## src/core/pcitp_pkg.sv

```systemverilog
package pcitp_pkg;

    // ------------------------
    // Widths
    // ------------------------
    localparam int AD_W  = 32;
    localparam int CBE_W = 4;
    localparam int BYTE_W = 8;

    // ------------------------
    // Command register bit positions
    // ------------------------
    localparam int CMD_PERR_EN_BIT = 6;
    localparam int CMD_SERR_EN_BIT = 8;
    localparam int CMD_W           = 16;

    // ------------------------
    // Bus commands
    // ------------------------
    localparam logic [3:0] CMD_CFG_RD = 4'hA;
    localparam logic [3:0] CMD_CFG_WR = 4'hB;
    localparam logic [3:0] CMD_MEM_RD = 4'h6;
    localparam logic [3:0] CMD_MEM_WR = 4'h7;
    localparam logic [3:0] CMD_IO_RD  = 4'h2;
    localparam logic [3:0] CMD_IO_WR  = 4'h3;

    // ------------------------
    // Timing
    // ------------------------
    localparam int         CLK_PERIOD_NS     = 25;
    localparam int         DEVSEL_TMO_CLKS   = 5;
    localparam logic [2:0] DEVSEL_TMO_CNT    = 3'(DEVSEL_TMO_CLKS);
    localparam logic [2:0] CNT_ZERO          = 3'h0;
    localparam logic [2:0] CNT_ONE           = 3'h1;

    // ------------------------
    // Carriers
    // ------------------------
    typedef struct packed {
        logic [AD_W-1:0]  ad;
        logic [CBE_W-1:0] cbe;
    } pcitp_adcbe_t;

    typedef struct packed {
        logic             write;
        logic [AD_W-1:0]  addr;
        logic [3:0]       cmd;
        logic [AD_W-1:0]  wdata;
        logic [CBE_W-1:0] be;
        logic             last;
    } pcitp_mreq_t;

    typedef struct packed {
        logic             write;
        logic             cfg;
        logic [AD_W-1:0]  addr;
        logic [AD_W-1:0]  wdata;
        logic [CBE_W-1:0] be;
    } pcitp_tacc_t;

endpackage

```

## src/core/pcitp_sync2.sv

```systemverilog
`timescale 1ns/10ps
module pcitp_sync2 #(
    parameter int W = 1
) (
    input  wire logic         core_clk_in,
    input  wire logic         rst_in,
    input  wire logic [W-1:0] d_in,
    output logic      [W-1:0] q_out
);
    logic [W-1:0] meta_ff;
    logic [W-1:0] q_ff;

    always_ff @(posedge core_clk_in) begin
        if (rst_in) begin
            meta_ff <= '0;
            q_ff    <= '0;
        end else begin
            meta_ff <= d_in;
            q_ff    <= meta_ff;
        end
    end

    assign q_out = q_ff;
endmodule

```

## src/core/pcitp_parity.sv

```systemverilog
`timescale 1ns/10ps
module pcitp_parity
    import pcitp_pkg::*;
(
    input  wire pcitp_adcbe_t bus_in,
    output logic              par_out
);
    // Even parity: AD, C/BE and PAR together carry an even count of ones
    assign par_out = ^{bus_in.ad, bus_in.cbe};
endmodule

```

## src/core/pcitp_port.sv

```systemverilog
// Functional notes
// - AD carries the address in the address phase, data in data phases.
// - C/BE carries the command in the address phase, byte enables later.
// - Byte enable n qualifies AD bits 8n+7 down to 8n.
// - Even parity is computed over all AD and C/BE lines together.
// - As initiator, PAR is driven one clock after the covered phase.
// - As target, parity mismatch with initiator's PAR asserts parity error.
// - Parity error drive only while command bit 6 is set.
// - With command bit 8 set, system error pulses on any system error.
// - System error also pulses on a secondary side address parity error.
// - DEVSEL is asserted to claim cycles decoded as addressed to us.
// - As initiator, no DEVSEL before timeout ends cycle with master abort.
// - Initiator holds FRAME while more follow; releases it on last phase.
// - Data phase completes only on an edge with IRDY and TRDY asserted.
// - REQ asserted whenever a transaction as initiator is pending.
// - A grant is used only while a request is pending.
// - Configuration accesses are claimed only with IDSEL asserted.
// - Target STOP ends our initiator cycle; our target stops bursts.
// - All bus inputs are sampled on the rising clock edge.
// - During bus reset all outputs float and state clears to default.
`timescale 1ns/10ps
module pcitp_port
    import pcitp_pkg::*;
(
    input  wire logic              core_clk_in,
    input  wire logic              rst_in,
    input  wire logic              bus_reset_in,
    // Bus pins, active-low signals carry _n
    input  wire logic [AD_W-1:0]   ad_in,
    output logic      [AD_W-1:0]   ad_out,
    output logic                   ad_oe_out,
    input  wire logic [CBE_W-1:0]  cbe_n_in,
    output logic      [CBE_W-1:0]  cbe_n_out,
    output logic                   cbe_oe_out,
    input  wire logic              par_in,
    output logic                   par_out,
    output logic                   par_oe_out,
    input  wire logic              frame_n_in,
    output logic                   frame_n_out,
    output logic                   frame_oe_out,
    input  wire logic              irdy_n_in,
    output logic                   irdy_n_out,
    output logic                   irdy_oe_out,
    input  wire logic              trdy_n_in,
    output logic                   trdy_n_out,
    output logic                   trdy_oe_out,
    input  wire logic              devsel_n_in,
    output logic                   devsel_n_out,
    output logic                   devsel_oe_out,
    input  wire logic              stop_n_in,
    output logic                   stop_n_out,
    output logic                   stop_oe_out,
    input  wire logic              perr_n_in,
    output logic                   perr_n_out,
    output logic                   perr_oe_out,
    output logic                   serr_n_out,
    output logic                   serr_oe_out,
    output logic                   req_n_out,
    output logic                   req_oe_out,
    input  wire logic              gnt_n_in,
    input  wire logic              idsel_in,
    // Core side
    input  wire logic [CMD_W-1:0]  cmd_reg_in,
    input  wire logic [AD_W-1:0]   bar_base_in,
    input  wire logic [AD_W-1:0]   bar_mask_in,
    input  wire logic              sys_err_in,
    input  wire logic              sec_addr_perr_in,
    input  wire logic              mreq_valid_in,
    input  wire pcitp_mreq_t       mreq_in,
    output logic                   mreq_ready_out,
    output logic                   mdone_out,
    output logic                   mabort_out,
    output logic                   mstop_out,
    output logic      [AD_W-1:0]   mrdata_out,
    output logic                   tacc_valid_out,
    output pcitp_tacc_t            tacc_out,
    input  wire logic [AD_W-1:0]   trdata_in,
    output logic                   perr_seen_out
);
    // ------------------------------------------------------------
    // Input synchronisation
    // ------------------------------------------------------------
    localparam int SYNC_W = AD_W + CBE_W + 9;
    logic [SYNC_W-1:0] sync_q;
    logic              brst;
    logic              rst;
    logic [AD_W-1:0]   ad_s;
    logic [CBE_W-1:0]  cbe_s;
    logic par_s, frame_s, irdy_s, trdy_s, devsel_s, stop_s, perr_s, gnt_s, idsel_s;

    pcitp_sync2 #(.W(1)) u_rsync (
        .core_clk_in (core_clk_in),
        .rst_in      (rst_in),
        .d_in        (bus_reset_in),
        .q_out       (brst)
    );
    pcitp_sync2 #(.W(SYNC_W)) u_bsync (
        .core_clk_in (core_clk_in),
        .rst_in      (rst_in),
        .d_in        ({ad_in, cbe_n_in, par_in, ~frame_n_in, ~irdy_n_in, ~trdy_n_in,
                       ~devsel_n_in, ~stop_n_in, ~perr_n_in, ~gnt_n_in, idsel_in}),
        .q_out       (sync_q)
    );
    assign {ad_s, cbe_s, par_s, frame_s, irdy_s, trdy_s, devsel_s, stop_s, perr_s, gnt_s, idsel_s} = sync_q;
    assign rst = rst_in | brst;

    // ------------------------------------------------------------
    // State machine
    // ------------------------------------------------------------
    typedef enum logic [6:0] {
        ST_IDLE  = 7'h01,
        ST_MADDR = 7'h02,
        ST_MDATA = 7'h04,
        ST_MTURN = 7'h08,
        ST_TDATA = 7'h10,
        ST_TTURN = 7'h20,
        ST_TWAIT = 7'h40
    } pcitp_state_t;

    pcitp_state_t state_ff;
    pcitp_state_t nxt_state;
    logic [2:0]   tmo_cnt_ff;
    logic         mwr_ff;
    logic         par_rx_ff;
    logic         twr_ff;
    logic         par_pend_ff;
    logic         par_chk_ff;
    logic         phase_done;
    logic         claim;
    logic         cfg_hit;
    logic         mem_hit;
    logic         par_calc;
    logic         par_rx;
    pcitp_adcbe_t drv_ff;
    pcitp_adcbe_t rx_bus;

    assign rx_bus.ad  = ad_s;
    assign rx_bus.cbe = cbe_s;
    assign phase_done = irdy_s & trdy_s;

    pcitp_parity u_ptx (.bus_in(drv_ff), .par_out(par_calc));
    pcitp_parity u_prx (.bus_in(rx_bus), .par_out(par_rx));

    // Address decode of a new frame
    always_comb begin
        cfg_hit = 1'b0;
        mem_hit = 1'b0;
        if ((cbe_s == CMD_CFG_RD) || (cbe_s == CMD_CFG_WR)) begin
            cfg_hit = idsel_s;
        end else if ((cbe_s == CMD_MEM_RD) || (cbe_s == CMD_MEM_WR) ||
                     (cbe_s == CMD_IO_RD) || (cbe_s == CMD_IO_WR)) begin
            mem_hit = ((ad_s & bar_mask_in) == bar_base_in);
        end
    end
    assign claim = frame_s & ~irdy_s & (cfg_hit | mem_hit);

    always_comb begin
        nxt_state = state_ff;
        case (state_ff)
            ST_IDLE: begin
                if (claim) begin
                    nxt_state = ST_TDATA;
                end else if (mreq_valid_in & gnt_s & ~frame_s & ~irdy_s) begin
                    nxt_state = ST_MADDR;
                end
            end
            ST_MADDR: nxt_state = ST_MDATA;
            ST_MDATA: begin
                if ((phase_done & mreq_in.last) || stop_s || (~devsel_s && tmo_cnt_ff == CNT_ZERO)) begin
                    nxt_state = ST_MTURN;
                end
            end
            ST_MTURN: nxt_state = ST_IDLE;
            ST_TDATA: begin
                if (phase_done) begin
                    nxt_state = ST_TTURN;
                end
            end
            ST_TTURN: nxt_state = frame_s ? ST_TWAIT : ST_IDLE;
            ST_TWAIT: nxt_state = frame_s ? ST_TWAIT : ST_IDLE;
            default:  nxt_state = ST_IDLE;
        endcase
    end

    always_ff @(posedge core_clk_in) begin
        if (rst) begin
            state_ff <= ST_IDLE;
        end else begin
            state_ff <= nxt_state;
        end
    end

    // ------------------------------------------------------------
    // DEVSEL timeout counter
    // ------------------------------------------------------------
    always_ff @(posedge core_clk_in) begin
        if (rst) begin
            tmo_cnt_ff <= CNT_ZERO;
        end else if (state_ff == ST_MADDR) begin
            tmo_cnt_ff <= DEVSEL_TMO_CNT;
        end else if (state_ff == ST_MDATA && !devsel_s && tmo_cnt_ff != CNT_ZERO) begin
            tmo_cnt_ff <= tmo_cnt_ff - CNT_ONE;
        end
    end

    // ------------------------------------------------------------
    // Driven AD and C/BE
    // ------------------------------------------------------------
    always_ff @(posedge core_clk_in) begin
        if (rst) begin
            drv_ff <= '0;
            mwr_ff <= 1'b0;
        end else if (state_ff == ST_IDLE && nxt_state == ST_MADDR) begin
            drv_ff.ad  <= mreq_in.addr;
            drv_ff.cbe <= mreq_in.cmd;
            mwr_ff     <= mreq_in.write;
        end else if (state_ff == ST_MADDR) begin
            drv_ff.ad  <= mreq_in.write ? mreq_in.wdata : '0;
            drv_ff.cbe <= ~mreq_in.be;
        end else if (state_ff == ST_IDLE && claim) begin
            drv_ff.ad  <= trdata_in;
            drv_ff.cbe <= '0;
        end
    end

    // ------------------------------------------------------------
    // PAR drive one clock after the covered phase
    // ------------------------------------------------------------
    always_ff @(posedge core_clk_in) begin
        if (rst) begin
            par_out     <= 1'b0;
            par_pend_ff <= 1'b0;
        end else begin
            par_pend_ff <= (state_ff == ST_MADDR) || (state_ff == ST_MDATA && mwr_ff);
            par_out     <= par_calc;
        end
    end

    // ------------------------------------------------------------
    // Target side
    // ------------------------------------------------------------
    always_ff @(posedge core_clk_in) begin
        if (rst) begin
            tacc_out       <= '0;
            tacc_valid_out <= 1'b0;
            twr_ff         <= 1'b0;
        end else begin
            tacc_valid_out <= 1'b0;
            if (state_ff == ST_IDLE && claim) begin
                tacc_out.addr  <= ad_s;
                tacc_out.cfg   <= cfg_hit;
                tacc_out.write <= cbe_s[0];
                twr_ff         <= cbe_s[0];
            end else if (state_ff == ST_TDATA && phase_done) begin
                for (int i = 0; i < CBE_W; i++) begin
                    tacc_out.wdata[i*BYTE_W +: BYTE_W] <= cbe_s[i] ? '0 : ad_s[i*BYTE_W +: BYTE_W];
                end
                tacc_out.be    <= ~cbe_s;
                tacc_valid_out <= 1'b1;
            end
        end
    end

    // Parity check one clock after a received write phase
    always_ff @(posedge core_clk_in) begin
        if (rst) begin
            par_chk_ff    <= 1'b0;
            par_rx_ff     <= 1'b0;
            perr_seen_out <= 1'b0;
            perr_n_out    <= 1'b1;
        end else begin
            par_chk_ff    <= (state_ff == ST_TDATA) & phase_done & twr_ff;
            par_rx_ff     <= par_rx;
            perr_seen_out <= par_chk_ff & (par_rx_ff != par_s);
            perr_n_out    <= ~(par_chk_ff & (par_rx_ff != par_s) & cmd_reg_in[CMD_PERR_EN_BIT]);
        end
    end

    // ------------------------------------------------------------
    // System error pulse
    // ------------------------------------------------------------
    always_ff @(posedge core_clk_in) begin
        if (rst) begin
            serr_n_out <= 1'b1;
        end else begin
            serr_n_out <= ~(cmd_reg_in[CMD_SERR_EN_BIT] & (sys_err_in | sec_addr_perr_in));
        end
    end

    // ------------------------------------------------------------
    // Initiator results
    // ------------------------------------------------------------
    always_ff @(posedge core_clk_in) begin
        if (rst) begin
            mdone_out  <= 1'b0;
            mabort_out <= 1'b0;
            mstop_out  <= 1'b0;
            mrdata_out <= '0;
        end else begin
            mdone_out  <= (state_ff == ST_MDATA) & phase_done;
            mabort_out <= (state_ff == ST_MDATA) & ~devsel_s & (tmo_cnt_ff == CNT_ZERO);
            mstop_out  <= (state_ff == ST_MDATA) & stop_s;
            if (state_ff == ST_MDATA && phase_done && !mwr_ff) begin
                mrdata_out <= ad_s;
            end
        end
    end

    // ------------------------------------------------------------
    // Pin drivers
    // ------------------------------------------------------------
    logic mact;
    logic tact;
    assign mact           = (state_ff == ST_MADDR) || (state_ff == ST_MDATA);
    assign tact           = (state_ff == ST_TDATA);
    assign mreq_ready_out = (state_ff == ST_IDLE) && (nxt_state == ST_MADDR);
    assign req_n_out      = ~mreq_valid_in | rst;
    assign req_oe_out     = ~rst;
    assign ad_out         = drv_ff.ad;
    assign ad_oe_out      = ~rst & ((state_ff == ST_MADDR) | (state_ff == ST_MDATA & mwr_ff) | (tact & ~twr_ff));
    assign cbe_n_out      = drv_ff.cbe;
    assign cbe_oe_out     = ~rst & mact;
    assign par_oe_out     = ~rst & par_pend_ff;
    assign frame_n_out    = ~((state_ff == ST_MADDR) | (state_ff == ST_MDATA & ~mreq_in.last));
    assign frame_oe_out   = ~rst & mact;
    assign irdy_n_out     = ~(state_ff == ST_MDATA);
    assign irdy_oe_out    = ~rst & ((state_ff == ST_MDATA) | (state_ff == ST_MTURN));
    assign devsel_n_out   = ~tact;
    assign devsel_oe_out  = ~rst & (tact | (state_ff == ST_TTURN));
    assign trdy_n_out     = ~tact;
    assign trdy_oe_out    = ~rst & (tact | (state_ff == ST_TTURN));
    assign stop_n_out     = ~(tact & frame_s);
    assign stop_oe_out    = ~rst & (tact | (state_ff == ST_TTURN));
    assign perr_oe_out    = ~rst & ~perr_n_out;
    assign serr_oe_out    = ~rst & ~serr_n_out;

    // ------------------------------------------------------------
    // Checks
    // ------------------------------------------------------------
    perr_gate_a: assert property (@(posedge core_clk_in) disable iff (rst)
        !perr_n_out |-> $past(cmd_reg_in[CMD_PERR_EN_BIT]))
        else $error("parity error driven while disabled");
    serr_gate_a: assert property (@(posedge core_clk_in) disable iff (rst)
        !serr_n_out |-> $past(cmd_reg_in[CMD_SERR_EN_BIT]))
        else $error("system error driven while disabled");
    serr_cause_a: assert property (@(posedge core_clk_in) disable iff (rst)
        (cmd_reg_in[CMD_SERR_EN_BIT] && sec_addr_perr_in) |=> !serr_n_out)
        else $error("secondary parity error missed");
    par_delay_a: assert property (@(posedge core_clk_in) disable iff (rst)
        (state_ff == ST_MADDR) |=> par_oe_out && (par_out == $past(par_calc)))
        else $error("address parity late");
    mabort_tmo_a: assert property (@(posedge core_clk_in) disable iff (rst)
        (state_ff == ST_MADDR) ##1 (!devsel_s && !stop_s && !phase_done) [*6] |=> mabort_out)
        else $error("master abort missing");
    cfg_idsel_a: assert property (@(posedge core_clk_in) disable iff (rst)
        (state_ff == ST_IDLE && nxt_state == ST_TDATA && (cbe_s == CMD_CFG_RD || cbe_s == CMD_CFG_WR))
        |-> idsel_s)
        else $error("configuration claimed without IDSEL");
    tdone_hs_a: assert property (@(posedge core_clk_in) disable iff (rst)
        tacc_valid_out |-> $past(irdy_s && trdy_s))
        else $error("data phase completed without both ready");
    frame_last_a: assert property (@(posedge core_clk_in) disable iff (rst)
        (state_ff == ST_MDATA && mreq_in.last) |-> frame_n_out && !irdy_n_out)
        else $error("frame held in last data phase");
    par_even_a: assert property (@(posedge core_clk_in) disable iff (rst)
        par_oe_out |-> (^{$past(ad_out), $past(cbe_n_out), par_out}) == 1'b0)
        else $error("parity not even");
endmodule

```

## config.mk

```make
export PLATFORM = sky130hd
export DESIGN_NAME = pcitp_port
export DESIGN_NICKNAME = d
export VERILOG_FILES = /design/src/core/pcitp_pkg.sv /design/src/core/pcitp_sync2.sv /design/src/core/pcitp_parity.sv /design/src/core/pcitp_port.sv
export SDC_FILE = /design/constraint.sdc
export NUM_CORES = 1
export LEC_CHECK = 0
export ABC_AREA = 1
export BUFFER_PORTS_ARGS = -buffer_cell sky130_fd_sc_hd__buf_4
export CORE_AREA = 2 2 158 160
export CTS_CLUSTER_SIZE = 25
export DETAILED_ROUTE_END_ITERATION = 10
export DIE_AREA = 0 0 160 162
export PLACE_DENSITY = 0.75
export SLEW_MARGIN = 20
export SYNTH_ARGS = -nofsm -noshare
export SYNTH_HDL_FRONTEND = slang
export SYNTH_SLANG_ARGS = --single-unit
```

## constraint.sdc

```tcl
create_clock -name core_clk_in -period 5.5 [get_ports core_clk_in]
set_clock_uncertainty 0.1 [all_clocks]
set_input_delay 0.825 -clock core_clk_in [delete_from_list [all_inputs] [get_ports core_clk_in]]
set_output_delay 0.825 -clock core_clk_in [all_outputs]
set_load 0.05 [all_outputs]
```

==> results.yml <==
pwr:
  p_sw_share_pct: 25.53
  p_leak_nw: 7.178
  power.internal_mw: 3.227
  seqPwrFrac_pct: 43.9
  powerDensity_nw_per_um2: 286.3
  p_sw_mw: 1.107
  p_comb_share_pct: 13.2
  peakVddDrop_uv: 254.2
  total_power_mw: 4.334
  pwr-share-clk_pct: 42.8
finish:
  fin_nets: 2178
  multi_input_area_um2: 4965
  final.fill_count: 2191
  area_growth_pct: 34.56
  final_cell_area_um2: 15140
  antennaDiodeCount: 0
  post-route-util_pct: 62.79
  layout-drive-gt1-share_pct: 23.96
  regArea_um2: 5005
grt:
  antenna_found_initial: 1
  grt.total_usage_pct: 26.63
  grt_pass1_vias: 10648
  grt.overflow.total: 0
  grt_pass1_wl_um: 55700
  grt_max_degree: 71
sta:
  fin_crit_sh_pct: 69.49
  setup_violations: 0
  slew_headroom_pct: 37.86
  fmax_ghz: 0.2616
  post-route-min-period_ns: 3.822
  hold_viol_final: 0
  tightest_slew_ns: 0.9298
  fin_tns_setup_ns: 0
  whs_ns: 0.2973
  rsz0062_at_grt: "false"
  slew_violations: 0
synthesis:
  synth_edf_count: 0
  yosysWarnings: 0
  synth.area.top_cells: "dfxtp_1 44%, nand2_1 13%, inv_1 7.4%"
  syn-num-nets: 1844
  seq_area_frac_synth_pct: 44.49
  avgSynthCellArea_um2: 7.030
  netlist_area_um2: 11250
  synth-async-reset-ratio_pct: 0
  ys_ff_latch: 250
  syn_inst: 1600
  yosysTopAreaCellShare_pct: 44.49
  ys_types: 36
  synth_flop_cell: "dfxtp_1"
  synth_top_area_cell: "dfxtp_1"
critical_path:
  crit_required_ns: 4.58
  worstSetupPathType: "primary input to output pin"
  cp_slowest_cell: "nor2_4"
  arrival_ns: 2.90
  worst-path-buf-inv: 3
  path_cells: "buf_4, nor2_4, inv_2, nor2_1, o21ai_0, o21ai_0, buf_4"
  end_kind: "output pin"
  cpPeakStageDelay_ns: 0.50
  cp-start-kind: "primary input"
  cp_max_fo: 43
  crit_family: "buffers and inverters"
die:
  initial_utilization_pct: 46.66
  io_pins: 401
  die_w_um: 160
  dieArea_um2: 25920
  core_um2: 24110
  chipHeight_um: 162
  num_rows: 57
clock_tree:
  clock-root-buffer: "clkbuf_16"
  htreeDepth: 1
  cts.clk_slew.worst_paths_ns: 0.06
  post_cts_resized: 0
  cts_setup_buffers: 0
  clockBufferDepth: 3
  cts_tree: "built"
  clk_latency_ns: 0.52
  postCtsHoldBufs: 0
  cts_sinks: 250
  numCtsBuffers: 27
placement:
  hpwlAfterDp_um: 25140
  port-buffer-count: 385
  place_area_um2: 14220
  gp_congestion: 0.8892
routing:
  drc_errors: 0
  drt_iter0_drc: 691
  wire_per_inst_um: 15.72
  vias: 11271
  avgViaCountPerCell: 4.950
  firstDrtPassIters: 5
  ant_nets: 0
  wl_um: 35790
job:
  max-cap-violations: 0
status:
  status: "finished, final reports clean"
min_path:
  hold_path.class: "flop to flop"
-- logic make-up (layout without fill, tap and decap cells) --
family | count (synthesis) | after routing | synth area share (%)
flops | 250 | 250 | 44.49
simple gates | 787 | 787 | 29.94
xor+xnor | 81 | 81 | 6.307
compound gates | 152 | 152 | 6.874
buf+inv | 323 | 676 | 11.60
fa+ha+maj | 7 | 7 | 0.7786
-- placed cells by master (no fill, tap or decap), types with 4 or more instances in the layout --
master | synthesis | layout
dfxtp_1 | 250 | 250
nand3b_1 | 6 | 6
nand3_1 | 94 | 94
ha_1 | 7 | 7
or2_2 | 4 | 4
clkbuf_8 | 0 | 5
buf_4 | 5 | 396
inv_1 | 221 | 220
xor2_1 | 15 | 15
nand2_1 | 383 | 382
xnor2_1 | 66 | 66
nor2_1 | 211 | 209
inv_2 | 9 | 11
a21oi_1 | 106 | 106
nand4_1 | 72 | 72
o21ai_1 | 6 | 6
clkinv_2 | 0 | 4
o21ai_0 | 35 | 35
nor3_1 | 5 | 5
clkbuf_16 | 0 | 27
-- flip-flops by register name, indices dropped and copies added, names as in the netlist, 3 cells and up --
signal           flops
cbe_n_out            4
ad_out              32
tacc_out            69
tmo_cnt_ff           3
u_bsync.q_out       44
mrdata_out          32
state_ff             7
u_bsync.meta_ff     44
-- synthesized netlist by cell type, types with 2 or more instances --
cell type / n
nand3b_1: 6
nor2_4: 2
o21ai_1: 6
buf_6: 5
xor2_1: 15
buf_1: 4
nor2_1: 211
nand2_1: 383
nor3_1: 5
ha_1: 7
o21ai_0: 35
nor4_4: 2
xnor2_1: 66
inv_2: 9
or2_2: 4
nor2_2: 2
buf_4: 5
dfxtp_1: 250
buf_2: 29
clkinv_1: 2
a21oi_1: 106
nand4_1: 72
inv_1: 221
clkbuf_1: 48
nand3_1: 94
-- metrics by stage --
step	cells	worst slack [ns]
5_1_grt	2277	1.498
6_report	2277	1.678
3_3_place_gp	2229	1.688
4_1_cts	2277	1.641
2_1_floorplan	1600	1.624
3_5_place_dp	2229	1.662
-- worst register-to-register path: stages, from the launching register on --
cell,delay [ns]
dfxtp_1,0.31
inv_1,0.10
nand2_1,0.08
nor2_1,0.17
inv_2,0.10
nor2_4,0.22
buf_4,0.45
nand3_4,0.48
buf_4,0.52
o21ai_0,0.30
a21oi_1,0.06
-- path summary, 6_finish.rpt --
check,from,cells after the start,slack [ns],to
max,rst_in,7,1.68,ad_oe_out
max reg2reg,state_ff[4],10,2.46,tacc_out[51]
min reg2reg,u_bsync.meta_ff[27],2,0.30,u_bsync.q_out[27]
min,u_bsync.meta_ff[27],2,0.30,u_bsync.q_out[27]
-- cell type report --
class                   count  share of cell area [%]
clock inverters            13                   1.066
repair buffers            396                   19.64
flip-flops and latches    250                   33.07
clock buffers              35                   4.993
well taps                 324                   2.678
multi-input cells        1027                   32.80
inverters                 232                   5.753
-- power groups by stage --
| stage | logic, mW | registers, mW | clock network, mW |
|---|---|---|---|
| 5_1_grt | 0.634 | 1.91 | 1.96 |
| 3_5_place_dp | 0.574 | 1.94 | 0 |
| 4_1_cts | 0.578 | 1.90 | 1.88 |
| 3_3_place_gp | 0.566 | 1.94 | 0 |
| 2_1_floorplan | 0.291 | 1.99 | 0 |
| 6_report | 0.574 | 1.90 | 1.86 |
-- metal layers --
metal	track usage, %	share of wire [%]	up-vias
met3	6.920	8.5	71
met2	47.87	49	452
li1	-	-	5630
met5	0	0.045	-
met4	8.313	2.8	2
met1	31.12	40	5116
Note: power is estimated with default switching activity, not from simulation.
